===== config.mk =====
export PLATFORM = sky130hd
export DESIGN_NAME = basic_mode_control
export DESIGN_NICKNAME = d
export VERILOG_FILES = /design/src/bmc_pkg.sv /design/src/basic_mode_control.sv
export SDC_FILE = /design/constraint.sdc
export NUM_CORES = 1
export LEC_CHECK = 0
export ABC_AREA = 1
export BUFFER_PORTS_ARGS = -buffer_cell sky130_fd_sc_hd__buf_4
export CAP_MARGIN = 20
export CORE_MARGIN = 4
export CORE_UTILIZATION = 54
export DETAILED_ROUTE_END_ITERATION = 16
export GPL_TIMING_DRIVEN = 0
export PLACE_DENSITY = 0.79
export SYNTH_ARGS = -nofsm -noshare
export SYNTH_HDL_FRONTEND = slang
export SYNTH_SLANG_ARGS = --single-unit

===== constraint.sdc =====
create_clock -name core_clk_in -period 2.1 [get_ports core_clk_in]
set_clock_uncertainty 0.05 [all_clocks]
set_input_delay 0.21 -clock core_clk_in [delete_from_list [all_inputs] [get_ports core_clk_in]]
set_output_delay 0.21 -clock core_clk_in [all_outputs]
set_load 0.02 [all_outputs]

===== src/bmc_pkg.sv =====
// package for the basic mode control register block
// assumes one 16-bit register at offset 0x00 of the management map
package bmc_pkg;
   localparam logic [4:0]  BMC_OFFSET     = 5'h00;
   localparam int          REG_W          = 16;
   localparam int          BIT_RESET      = 15;
   localparam int          BIT_LOOPBACK   = 14;
   localparam int          BIT_SPEED      = 13;
   localparam int          BIT_AN_EN      = 12;
   localparam int          BIT_PWRDN      = 11;
   localparam int          BIT_ISOLATE    = 10;
   localparam int          BIT_AN_RESTART = 9;
   localparam int          BIT_DUPLEX     = 8;
   localparam int          BIT_COL_TEST   = 7;
   localparam logic [15:0] RSVD_MASK      = 16'h007f;
   // software reset duration, in device clocks
   localparam int          SRST_CYCLES    = 16;
   // collision test bounds in bit times
   localparam int          COL_ON_BITS    = 512;
   localparam int          COL_OFF_BITS   = 4;
   typedef enum logic [1:0] {SR_IDLE, SR_BUSY, SR_DONE} srst_state_e;
endpackage


===== src/basic_mode_control.sv =====
// basic mode control register of one transceiver port, with access-type helpers
// assumes a management front end gives a one-cycle read/write strobe on core_clk_in;
// auto-negotiation engine acknowledges a restart with an_started_in (same clock)
// clk_en_in low freezes every register, including the reset sequencer
// straps and the power-down pin are asynchronous and pass two flops here
// reserved bits and unmapped addresses never change state
module basic_mode_control
   import bmc_pkg::*;
#(
   parameter int SRST_LEN = SRST_CYCLES
) (
   input  wire logic        core_clk_in,          // device clock
   input  wire logic        rst_in,               // async reset, active high
   input  wire logic        clk_en_in,            // freezes all state when low
   input  wire logic        wr_in,                // management write strobe
   input  wire logic        rd_in,                // management read strobe
   input  wire logic [4:0]  addr_in,              // register address
   input  wire logic [15:0] wdata_in,             // write data
   output logic      [15:0] rdata_out,            // read data
   input  wire logic        strap_speed_in,       // speed strap pin
   input  wire logic        strap_duplex_in,      // duplex strap pin
   input  wire logic        strap_an_en_in,       // auto-neg enable strap pin
   input  wire logic        power_down_input_pin_n_in, // power-down pin, active low
   input  wire logic        an_started_in,        // negotiation engine began
   input  wire logic        tx_en_in,             // MII transmit enable
   output logic             soft_reset_out,       // port held in software reset
   output logic             loopback_out,         // route tx into rx
   output logic             speed_100_out,        // effective forced speed
   output logic             full_duplex_out,      // effective forced duplex
   output logic             an_enable_out,        // auto-negotiation enabled
   output logic             an_restart_out,       // one-cycle restart pulse
   output logic             power_down_out,       // port powered down
   output logic             isolate_out,          // port isolated from MII
   output logic             col_out               // collision in test mode
);
   // elaboration guard: the reset down-counter is 16 bits wide
   if (SRST_LEN < 1 || SRST_LEN > 65536) begin : g_bad_srst_len
      $error("SRST_LEN must be 1 to 65536");
   end

   // pin inputs pass two flops; stage one is read only by stage two
   logic [3:0] pin_raw, pin_s1_reg, pin_s2_reg;
   assign pin_raw = {~power_down_input_pin_n_in, strap_an_en_in, strap_duplex_in, strap_speed_in};
   // one synchroniser per pin; each is an independent level, so no bus coherency is needed
   for (genvar g = 0; g < 4; g++) begin : g_sync
      always_ff @(posedge core_clk_in or posedge rst_in) begin
         if (rst_in) begin
            pin_s1_reg[g] <= 1'b0;
            pin_s2_reg[g] <= 1'b0;
         end else if (clk_en_in) begin
            pin_s1_reg[g] <= pin_raw[g];
            pin_s2_reg[g] <= pin_s1_reg[g];
         end
      end
   end
   logic pin_pd, strap_speed, strap_duplex, strap_an;
   assign {pin_pd, strap_an, strap_duplex, strap_speed} = pin_s2_reg;

   // address decode shared by the read and write paths
   function automatic logic hits_bmc(input logic [4:0] a);
      return a == BMC_OFFSET;
   endfunction
   logic sel_wr, sel_rd;
   assign sel_wr = wr_in && hits_bmc(addr_in);
   assign sel_rd = rd_in && hits_bmc(addr_in);

   // software reset sequencer; straps are caught clocked, never by the async reset
   srst_state_e srst_reg;
   logic [15:0] srst_cnt_reg;
   logic [2:0]  boot_reg;      // reload stays on until the strap synchronisers hold pin levels
   always_ff @(posedge core_clk_in or posedge rst_in) begin
      if (rst_in) begin
         srst_reg     <= SR_IDLE;
         srst_cnt_reg <= 16'h0000;
      end else if (clk_en_in) begin
         unique case (srst_reg)
            SR_IDLE: if (sel_wr && wdata_in[BIT_RESET]) begin
               srst_reg     <= SR_BUSY;
               srst_cnt_reg <= 16'(SRST_LEN - 1);
            end
            SR_BUSY: if (srst_cnt_reg == 16'h0000) srst_reg <= SR_DONE;
               else srst_cnt_reg <= srst_cnt_reg - 16'h0001;
            SR_DONE: srst_reg <= SR_IDLE; // bit clears once reset ends
         endcase
      end
   end
   // reload is held three cycles after release: the straps reach stage two only
   // at the second edge, so a single-cycle load would catch the reset zeros
   always_ff @(posedge core_clk_in or posedge rst_in) begin
      if (rst_in) boot_reg <= 3'b111;
      else if (clk_en_in) boot_reg <= {boot_reg[1:0], 1'b0};
   end
   logic reload;
   assign reload = boot_reg[2] || (srst_reg == SR_DONE);

   // control bits
   logic loop_reg, speed_reg, an_en_reg, pd_reg, iso_reg, dup_reg, colt_reg;
   always_ff @(posedge core_clk_in or posedge rst_in) begin
      if (rst_in) begin
         {loop_reg, speed_reg, an_en_reg, pd_reg, iso_reg, dup_reg, colt_reg} <= 7'h00;
      end else if (clk_en_in) begin
         if (reload) begin
            // reset values: straps for speed, duplex, auto-neg; rest zero
            {loop_reg, pd_reg, iso_reg, colt_reg} <= 4'h0;
            speed_reg <= strap_speed;
            dup_reg   <= strap_duplex;
            an_en_reg <= strap_an;
         end else if (sel_wr && srst_reg == SR_IDLE) begin
            loop_reg  <= wdata_in[BIT_LOOPBACK];
            speed_reg <= wdata_in[BIT_SPEED];
            an_en_reg <= wdata_in[BIT_AN_EN];
            pd_reg    <= wdata_in[BIT_PWRDN];
            iso_reg   <= wdata_in[BIT_ISOLATE];
            dup_reg   <= wdata_in[BIT_DUPLEX];
            colt_reg  <= wdata_in[BIT_COL_TEST];
         end
      end
   end

   // restart: set on written one with auto-neg enabled, cleared when engine starts
   logic rst_an_reg, an_pulse_reg;
   logic an_req;
   assign an_req = sel_wr && wdata_in[BIT_AN_RESTART] && wdata_in[BIT_AN_EN]
                   && srst_reg == SR_IDLE && !reload;
   always_ff @(posedge core_clk_in or posedge rst_in) begin
      if (rst_in) begin
         rst_an_reg   <= 1'b0;
         an_pulse_reg <= 1'b0;
      end else if (clk_en_in) begin
         an_pulse_reg <= an_req;
         if (an_req) rst_an_reg <= 1'b1;                       // set wins over clear
         else if (an_started_in || reload) rst_an_reg <= 1'b0;
         // a written zero does not touch the bit or the engine
      end
   end

   // collision test: col follows tx_en within one clock, well inside bounds
   logic col_reg;
   always_ff @(posedge core_clk_in or posedge rst_in) begin
      if (rst_in) col_reg <= 1'b0;
      else if (clk_en_in) col_reg <= colt_reg && tx_en_in;
   end

   // read data registered; reserved bits stay zero
   logic [15:0] rd_view;
   always_comb begin
      rd_view = 16'h0000;
      rd_view[BIT_RESET]      = (srst_reg != SR_IDLE);
      rd_view[BIT_LOOPBACK]   = loop_reg;
      rd_view[BIT_SPEED]      = speed_reg;
      rd_view[BIT_AN_EN]      = an_en_reg;
      rd_view[BIT_PWRDN]      = pd_reg || pin_pd;
      rd_view[BIT_ISOLATE]    = iso_reg;
      rd_view[BIT_AN_RESTART] = rst_an_reg;
      rd_view[BIT_DUPLEX]     = dup_reg;
      rd_view[BIT_COL_TEST]   = colt_reg;
      rd_view                 = rd_view & ~RSVD_MASK;
   end
   always_ff @(posedge core_clk_in or posedge rst_in) begin
      if (rst_in) rdata_out <= 16'h0000;
      else if (clk_en_in && sel_rd) rdata_out <= rd_view;
   end
   // no clear-on-read or latched bits exist in this register
   // belong to the status registers built elsewhere

   // outputs to the port; forced speed and duplex ignored under auto-neg
   assign soft_reset_out  = (srst_reg != SR_IDLE);
   assign loopback_out    = loop_reg;                    // manager waits
   assign speed_100_out   = an_en_reg ? 1'b0 : speed_reg;
   assign full_duplex_out = an_en_reg ? 1'b0 : dup_reg;
   assign an_enable_out   = an_en_reg;
   assign an_restart_out  = an_pulse_reg;
   assign power_down_out  = pd_reg || pin_pd;
   assign isolate_out     = iso_reg;
   assign col_out         = col_reg;
endmodule


== After elaboration in Yosys (flattened, before gate mapping) ==
Index checks and enable logic that the tools add are counted.
Word-level totals
  word-level logic and storage cells: 78
  bits in registers: 48
Operators by class
  mux-type cells: 24
  equality and inequality tests: 5
  reductions and logical operators: 25
  add/subtract/negate cells: 1
  bitwise gates (word level): 1
Operators by type and width (count)
  16-bit 2-to-1 mux: 2
  16-bit one-hot mux with 2 select lines: 1
  1-bit 2-to-1 mux: 18
  16-bit zero test: 1
  16-bit by 1-bit subtractor with 16-bit output (second input constant): 1
  1-bit logical AND: 10
  2-bit nonzero test: 4
  2-bit inequality test (second input constant): 3
  2-bit one-hot mux with 3 select lines: 1
  5-bit zero test: 1
  2-bit 2-to-1 mux: 2
  2-bit AND reduction: 2
  4-bit AND reduction: 1
  1-bit logical OR: 3
  3-bit AND reduction: 1
  2-bit by 1-bit == test with 1-bit output (second input constant): 1
  2-bit == test (second input constant): 1
  2-bit zero test: 1
  1-bit zero test: 1
  1-bit inverter: 1

== Logic depth before layout (Yosys ltp) ==
Gate-level depths: netlist of the first run.
  depth in word-level cells: 8
  depth in mapped cells: 11

== Worst setup path before layout of the first run ==
No wires, ideal clock.
  path type: reg2reg
  start point: reg srst_reg[0]
  end point: reg srst_cnt_reg[10]
  period minus slack after synthesis: 1.619 ns
  arrival: 1.453 ns
  stages on the path, launching flop included: 11
  path buffers: 1
  setup slack: 0.481 ns
  setup time: 0.117 ns
  cells stage by stage: dfrtp_1 -> inv_1 -> ha_1 -> inv_1 -> nor2_1 -> inv_2 -> nand2_4 -> nand3_4 -> buf_6 -> nand2_1 -> nand2_1
On the way
  longest elaborated chain between the ends: 3
  elaborated cells on any way between the ends: 7
Ends and longest elaborated chain
  start: declaration: RTL line basic_mode_control.sv:68  | srst_state_e srst_reg;
  start signal: assignment: RTL line basic_mode_control.sv:73  | srst_reg <= SR_IDLE;
  start signal: assignment: RTL line basic_mode_control.sv:78  | srst_reg <= SR_BUSY;
  start signal: assignment: RTL line basic_mode_control.sv:81  | SR_BUSY: if (srst_cnt_reg == 16'h0000) srst_reg <= SR_DONE;
  2-bit by 1-bit == test with 1-bit output or 2-bit zero test (tied branches): RTL line basic_mode_control.sv:76  | unique case (srst_reg)
  2-bit inequality test (no source line) or 2-bit nonzero test (tied branches)
  4-bit AND reduction (no source line)
  end signal: assignment: RTL line basic_mode_control.sv:79  | srst_cnt_reg <= 16'(SRST_LEN - 1);
  end signal: assignment: RTL line basic_mode_control.sv:82  | else srst_cnt_reg <= srst_cnt_reg - 16'h0001;
  end: declaration: RTL line basic_mode_control.sv:69  | logic [15:0] srst_cnt_reg;
Parallel ways exist; a longest one is shown, timed or not.
A chain may end at the register's enable or synchronous reset.

== Worst setup path after layout of the first run ==
  start point: reg srst_reg[0]
  end point: reg pd_reg
On the way
  longest elaborated chain between the ends: 4
  elaborated cells on any way between the ends: 7
Ends and longest elaborated chain
  2-bit == test or 2-bit zero test (tied branches): RTL line basic_mode_control.sv:94, basic_mode_control.sv:108
  1-bit logical OR or 1-bit logical AND (tied branches): RTL line basic_mode_control.sv:94, basic_mode_control.sv:108
  2-bit nonzero test (no source line)
  2-bit AND reduction (no source line)
  end signal: assignment: RTL line basic_mode_control.sv:112  | pd_reg <= wdata_in[BIT_PWRDN];
  end: declaration: RTL line basic_mode_control.sv:97  | logic loop_reg, speed_reg, an_en_reg, pd_reg, iso_reg, dup_reg, colt_reg;
Parallel ways exist; a longest one is shown, timed or not.

==> impl_metrics.env, run 1 <==
export IMPL_status="complete, no violations"
export IMPL_mostFrequentLayoutCells="nand2_1, buf_4, dfrtp_1"
export IMPL_r2r_end="pd_reg"
export IMPL_yosys_warnings=0
export IMPL_slew_violations=0
export IMPL_tightest_slew_ns=0.513
export IMPL_grt_max_degree=27
export IMPL_final_common_cell="nand2_1"
export IMPL_dieArea_sq_mm=0.00599
export IMPL_clock_sinks=48
export IMPL_r2r_start="srst_reg[0]"
export IMPL_post_route_cell_area_sq_mm=0.00316
export IMPL_antenna_found_initial=0
export IMPL_grt_ovfl_total=0
export IMPL_worst_r2r_path_depth=7
export IMPL_cts_buffer_depth=2
export IMPL_clock_latency_ns=0.30
export IMPL_worst_setup_path_type="flop to flop"
export IMPL_critPathLaunch="srst_reg[0]"
export IMPL_path_cells="inv_1 > ha_1 > nor2_2 > nand2_1 > nand2_1 > clkbuf_1 > o21ai_0"
export IMPL_crit_path_frequent_cell="nand2_1"
export IMPL_cp_start_kind="flop"
export IMPL_worst_slack_ns=0.279
export IMPL_wl_per_cell_um=12.4
export IMPL_synth_ff_type="dfrtp_1"
export IMPL_drt_first_pass_iters=4
export IMPL_max_stage_delay_ns=0.39
export IMPL_vias_per_cell=5.00
export IMPL_critPathTopFamily="simple AND/OR/NAND/NOR gates"
export IMPL_core_sq_mm=0.00450
export IMPL_synth_top_cell_area_share_pct=43.3
export IMPL_cts_setup_buffers=0
export IMPL_ys_seq_elements=48
export IMPL_hold_class="primary input to flop"
export IMPL_critPathSlowestCell="dfrtp_1"
export IMPL_hold_viol=0
export IMPL_synth_area_sq_mm=0.00260
export IMPL_synth_xor_area_share_pct=0.337
export IMPL_boundaryPins=57
export IMPL_clk_pin_slew_worst_paths_ns=0.09
export IMPL_syn_inst=351
export IMPL_ant_nets=0
export IMPL_worst_path_stages=7
export IMPL_yosysSeqAreaShare_pct=46.3
export IMPL_routabilityCongestion=0.914
export IMPL_drive_gt1_share_pct=20.3
export IMPL_min_period_ns=1.82
export IMPL_num_antenna_cells=0
export IMPL_nets=445
export IMPL_vias=2305
export IMPL_track_usage_pct=20.2
export IMPL_synthSimpleGateAreaFrac_pct=34.2
export IMPL_drv_cap=0
export IMPL_setup_tns_ns=0
export IMPL_p_leak_uw=0.00175
export IMPL_die_h_um=77.4
export IMPL_areaGrowthSynthToFinish_pct=21.4
export IMPL_portBuffers=42
export IMPL_reg2reg_slack_ns=0.28
export IMPL_synth_edf_count=0
export IMPL_max_slew_margin_rel_pct=65.8
export IMPL_numCtsBuffers=5
export IMPL_synthMuxAreaShare_pct=2.16
export IMPL_fillers=377
export IMPL_arrival_ns=1.95
export IMPL_worstPathMaxFanout=10
export IMPL_drt_initial_drc_count=123
export IMPL_rsz0062_at_grt="false"
export IMPL_hold_start="power_down_input_pin_n_in"
export IMPL_largest_register_ffs=16
export IMPL_worstPathRequired_ns=2.23
export IMPL_place_ws_ns=0.137
export IMPL_cts_tree="done"
export IMPL_fp_dieW_um=77.4
export IMPL_crit_path_end="pd_reg"
export IMPL_max_freq_ghz=0.549
export IMPL_async_flop_share_pct=100
export IMPL_cts_root_buf="clkbuf_8"
export IMPL_multi_input_area_sq_mm=0.00120
export IMPL_synth_distinct_cells=28
export IMPL_drt_drc_violations_left=0
export IMPL_grt_pass1_vias=2091
export IMPL_synthAdderAreaFrac_pct=2.41
export IMPL_netlist_top_cells_area="dfrtp_1, nand2_1, nor2_1"
export IMPL_fin_crit_sh_pct=86.7
export IMPL_grt_pass1_wl_mm=9.72
export IMPL_yosysTopAreaCell="dfrtp_1"
export IMPL_critPathCaptureType="flop"
export IMPL_drt_wl_total_mm=5.72
export IMPL_dpl_cell_area_sq_mm=0.00302
export IMPL_seqCellArea_sq_mm=0.00120
export IMPL_ir_worst_vdd_mv=0.826
export IMPL_avgSynthCellArea_sq_um=7.41
export IMPL_setup_viol=0
export IMPL_power_density_mw_per_mm2=1380
export IMPL_post_route_util_pct=70.1
export IMPL_row_count=24
export IMPL_synth_compound_area_share_pct=5.82
export IMPL_floorplan_initialDensity_pct=57.8
export IMPL_worstPathBufferInverterCount=2
export IMPL_htree_levels=2
export IMPL_hpwl_mm=4.30
export IMPL_synth_top_family_by_area="simple AND/OR/NAND/NOR gates"
power breakdown:
part / total (uW) / internal [uW] / switching, uW
Clock: 707 / 390 / 317
Sequential: 1450 / 1190 / 252
Combinational: 2210 / 785 / 1430
stage by stage:
stage	power (uW)	cells	hold slack (ns)
6_report	4360	461	0.0475
5_1_grt	4790	461	0.0705
3_5_place_dp	3660	452	0.230
4_1_cts	4380	461	0.0358
3_3_place_gp	3580	451	0.361
2_1_floorplan	3060	357	0.272
worst register-to-register path, delay by kind of cell (launching register included):
kind / cells / cell delay [ns]
simple gates: 3 / 0.51
fa+ha+maj: 1 / 0.20
compound gates: 1 / 0.14
buf+inv: 2 / 0.41
flops: 1 / 0.39
per-layer routing:
layer  up-vias  share of wire, %  wire length (um)  GRT usage, %
met1      1064                47              2720          27.3
met2        54                47              2700          33.3
met5         -                 0                 0             0
met3         4               4.4               253          4.05
li1       1183                 -                 -             -
met4         0              0.98                56          5.87
worst min-delay path by stage:
stage	endpoint	slack (ns)	depth (start not counted)
final	pin_s1_reg[3]	0.05	2
after global routing	pin_s1_reg[3]	0.07	2
after CTS	pin_s1_reg[3]	0.04	2
after detailed placement	rdata_out[14]	0.23	2
after global placement	pin_s1_reg[3]	0.36	2
after floorplan	pin_s1_reg[3]	0.27	1
layout make-up:
cell class	count	area share, %
Sequential cell	48	38.2
Multi-Input combinational cell	259	37.9
Clock buffer	6	2.61
Clock inverter	2	1.23
Tap cell	52	2.06
Timing Repair Buffer	44	10.9
Buffer	15	2.97
Inverter	35	4.16
logic make-up after synthesis:
family / count (synthesis)
xor+xnor: 1
other cells: 1
fa+ha+maj: 5
compound gates: 28
buf+inv: 50
mux: 5
flops: 48
simple gates: 213
synth_stat cells (2+ instances only):
cell,n
clkbuf_1,4
nand2_1,134
nand2_4,2
mux2_2,5
buf_4,7
dfstp_2,3
ha_1,5
inv_1,34
dfrtp_1,45
o21bai_1,3
nand3_1,25
a21oi_1,3
nor2_2,2
or2_2,2
buf_2,3
o21ai_0,21
nor2_1,42
what timing repair did:
action / 4_1_cts / 5_1_grt
hold endpoints to repair: 22 / 0
endpoints found under the setup margin: 0 / 7
gates resized for setup: 0 / 1
hold buffers: 1 / 0
Power figures use the tool's default switching activity.
==> run 2, diff against run 1 <==
--- a/config.mk
+++ b/config.mk
@@ -9,10 +9,10 @@
 export BUFFER_PORTS_ARGS = -buffer_cell sky130_fd_sc_hd__buf_4
 export CAP_MARGIN = 20
 export CORE_MARGIN = 4
-export CORE_UTILIZATION = 54
+export CORE_UTILIZATION = 49
 export DETAILED_ROUTE_END_ITERATION = 16
 export GPL_TIMING_DRIVEN = 0
-export PLACE_DENSITY = 0.79
+export PLACE_DENSITY = 0.76
 export SYNTH_ARGS = -nofsm -noshare
 export SYNTH_HDL_FRONTEND = slang
 export SYNTH_SLANG_ARGS = --single-unit
==> constraint.sdc (replaced) <==
create_clock -name core_clk_in -period 1.5 [get_ports core_clk_in]
set_clock_uncertainty 0.05 [all_clocks]
set_input_delay 0.15 -clock core_clk_in [delete_from_list [all_inputs] [get_ports core_clk_in]]
set_output_delay 0.15 -clock core_clk_in [all_outputs]
set_load 0.02 [all_outputs]
==> run 2 against run 1 <==
Effect of this change: the run now ends with setup timing left; hold slack got worse by 0.024 ns; register-to-register slack got worse by 0.35 ns; clock-buffer cell count fell by 1; maximum frequency rose by 16%; sequential share of layout area fell by 4.8 points; final cell count rose by 11%; critical endpoint is now srst_cnt_reg[12]; largest cell class is now multi-input combinational cells.
==> impl_metrics.env, run 2 (synthesis gave the netlist of run 1 again) <==
export IMPL_status="finished, violations left"
export IMPL_violations="setup timing"
export IMPL_multi_input_area_sq_mm=0.00135
export IMPL_grt_pass1_wl_mm=10.4
export IMPL_cts_buffer_depth=2
export IMPL_vias_per_cell=4.85
export IMPL_vias=2471
export IMPL_fin_crit_sh_pct=105
export IMPL_areaGrowthSynthToFinish_pct=39.0
export IMPL_grt_util_met1_pct=25.0
export IMPL_r2r_start="srst_cnt_reg[0]"
export IMPL_ir_worst_vdd_mv=0.881
export IMPL_drive_gt1_share_pct=35.5
export IMPL_top_usage_layer="met2"
export IMPL_power_switching_uw=3280
export IMPL_nets=476
export IMPL_track_usage_pct=20.2
export IMPL_boundaryPins=57
export IMPL_rsz0062_at_grt="true"
export IMPL_critPathTopFamily="simple AND/OR/NAND/NOR gates"
export IMPL_r2r_end="srst_cnt_reg[12]"
export IMPL_die_h_um=80.9
export IMPL_worstPathRequired_ns=1.70
export IMPL_min_period_ns=1.57
export IMPL_drt_first_pass_iters=5
export IMPL_critPathSlowestCell="dfrtp_1"
export IMPL_mostFrequentLayoutCells="nand2_1, buf_4, dfrtp_1"
export IMPL_setup_tns_ns=-0.656
export IMPL_grt_pass1_vias=2303
export IMPL_arrival_ns=1.77
export IMPL_htree_levels=2
export IMPL_reg2reg_slack_ns=-0.07
export IMPL_clock_sinks=48
export IMPL_cts_tree="done"
export IMPL_ant_nets=0
export IMPL_numCtsBuffers=5
export IMPL_crit_path_frequent_cell="nand2_1"
export IMPL_power_density_mw_per_mm2=2010
export IMPL_swShare_pct=45.1
export IMPL_floorplan_initialDensity_pct=50.6
export IMPL_p_leak_uw=0.00193
export IMPL_largest_register_ffs=16
export IMPL_critPathCaptureType="flop"
export IMPL_whs_endpoint="col_out"
export IMPL_clk_pin_slew_worst_paths_ns=0.09
export IMPL_portBuffers=42
export IMPL_hold_start="tx_en_in"
export IMPL_hold_class="primary input to flop"
export IMPL_grt_ovfl_total=0
export IMPL_fp_dieW_um=80.9
export IMPL_timing_hold_ws_ns=0.0238
export IMPL_pwr_share_clk_pct=13.4
export IMPL_grt_util_met2_pct=34.8
export IMPL_num_antenna_cells=0
export IMPL_instances_no_fill=510
export IMPL_max_freq_ghz=0.636
export IMPL_hold_viol=0
export IMPL_grt_max_degree=33
export IMPL_worstPathMaxFanout=5
export IMPL_dieArea_sq_mm=0.00654
export IMPL_cts_root_buf="clkbuf_8"
export IMPL_final_common_cell="nand2_1"
export IMPL_fillers=415
export IMPL_worst_r2r_path_depth=10
export IMPL_worst_setup_path_type="flop to flop"
export IMPL_internal_power_uw=3990
export IMPL_row_count=26
export IMPL_drt_drc_violations_left=0
export IMPL_dp_cells=470
export IMPL_routabilityCongestion=0.857
export IMPL_hold_depth=3
export IMPL_drt_wl_total_mm=6.44
export IMPL_combPwrFrac_pct=58.7
export IMPL_wl_per_cell_um=12.6
export IMPL_cp_start_kind="flop"
export IMPL_slew_violations=0
export IMPL_worstPathBufferInverterCount=2
export IMPL_use_met3_pct=4.77
export IMPL_hpwl_mm=4.15
export IMPL_setup_viol=15
export IMPL_power_frac_seq_pct=27.9
export IMPL_worst_slack_ns=-0.0724
export IMPL_path_cells="inv_2 > ha_2 > nand2_2 > inv_1 > nand2_1 > nand2_1 > nand2_1 > nor2_1 > nand2_1 > nand2_2"
export IMPL_seqCellArea_sq_mm=0.00121
export IMPL_drv_cap=0
export IMPL_core_sq_mm=0.00514
export IMPL_clock_latency_ns=0.31
export IMPL_antenna_found_initial=0
export IMPL_drt_initial_drc_count=159
export IMPL_max_stage_delay_ns=0.40
## run 2: routing by layer
layer | part of all wire, % | wire (um)
met5 | 0 | 0
met2 | 51 | 3290
met3 | 4.3 | 279
met1 | 43 | 2740
met4 | 2.0 | 127
## run 2: stage by stage
| stage | instance area [sq um] | utilization [%] | total power (uW) | setup slack [ns] |
|---|---|---|---|---|
| 6_report | 3620 | 70.4 | 7270 | -0.0724 |
| 2_1_floorplan | 2650 | - | 4360 | -0.000316 |
| 4_1_cts | 3430 | 66.7 | 6650 | -0.00906 |
| 3_5_place_dp | 3070 | 59.7 | 5150 | -0.326 |
| 3_3_place_gp | 3050 | 59.3 | 5080 | -0.519 |
| 5_1_grt | 3620 | 70.4 | 7840 | -0.174 |
## run 2: what timing repair did
| item | 4_1_cts | 5_1_grt |
|---|---|---|
| setup buffers | 15 | 12 |
| pin swaps | 3 | 15 |
| gates cloned | 1 | 0 |
| endpoints found under the setup margin | 27 | 27 |
| endpoints found under the hold margin | 20 | 0 |
| hold buffers | 5 | 0 |
| resized for setup | 24 | 37 |
## run 2: power by group through the flow
stage	sequential (uW)	clock (uW)	combinational, uW
2_1_floorplan	2060	0	2300
3_3_place_gp	2030	0	3050
3_5_place_dp	2030	0	3120
4_1_cts	1980	1000	3660
5_1_grt	2080	1050	4710
6_report	2030	974	4270
## run 2: how the worst max path moves through the flow
stage | startpoint | endpoint | slack [ns] | cells past startpoint
global placement | rst_in | srst_reg[0] | -0.52 | 2
CTS | srst_reg[1] | an_restart_out | -0.009 | 8
floorplan | srst_reg[1] | srst_cnt_reg[10] | -0.0003 | 10
global route | srst_cnt_reg[0] | srst_cnt_reg[12] | -0.17 | 10
detailed placement | srst_reg[0] | colt_reg | -0.33 | 7
finish | srst_cnt_reg[0] | srst_cnt_reg[12] | -0.07 | 10
## run 2: cell type report
type | count | area share (%)
Buffer | 14 | 2.87
Timing Repair Buffer | 76 | 17.0
Inverter | 35 | 3.70
Clock buffer | 5 | 1.90
Tap cell | 70 | 2.42
Clock inverter | 3 | 1.31
Multi-Input combinational cell | 259 | 37.4
Sequential cell | 48 | 33.4
## run 2: worst register-to-register path, stage by stage (launching register included)
cell     delay, ns
dfrtp_1       0.40
inv_2         0.10
ha_2          0.23
nand2_2       0.12
inv_1         0.14
nand2_1       0.08
nand2_1       0.09
nand2_1       0.07
nor2_1        0.09
nand2_1       0.07
nand2_2       0.07
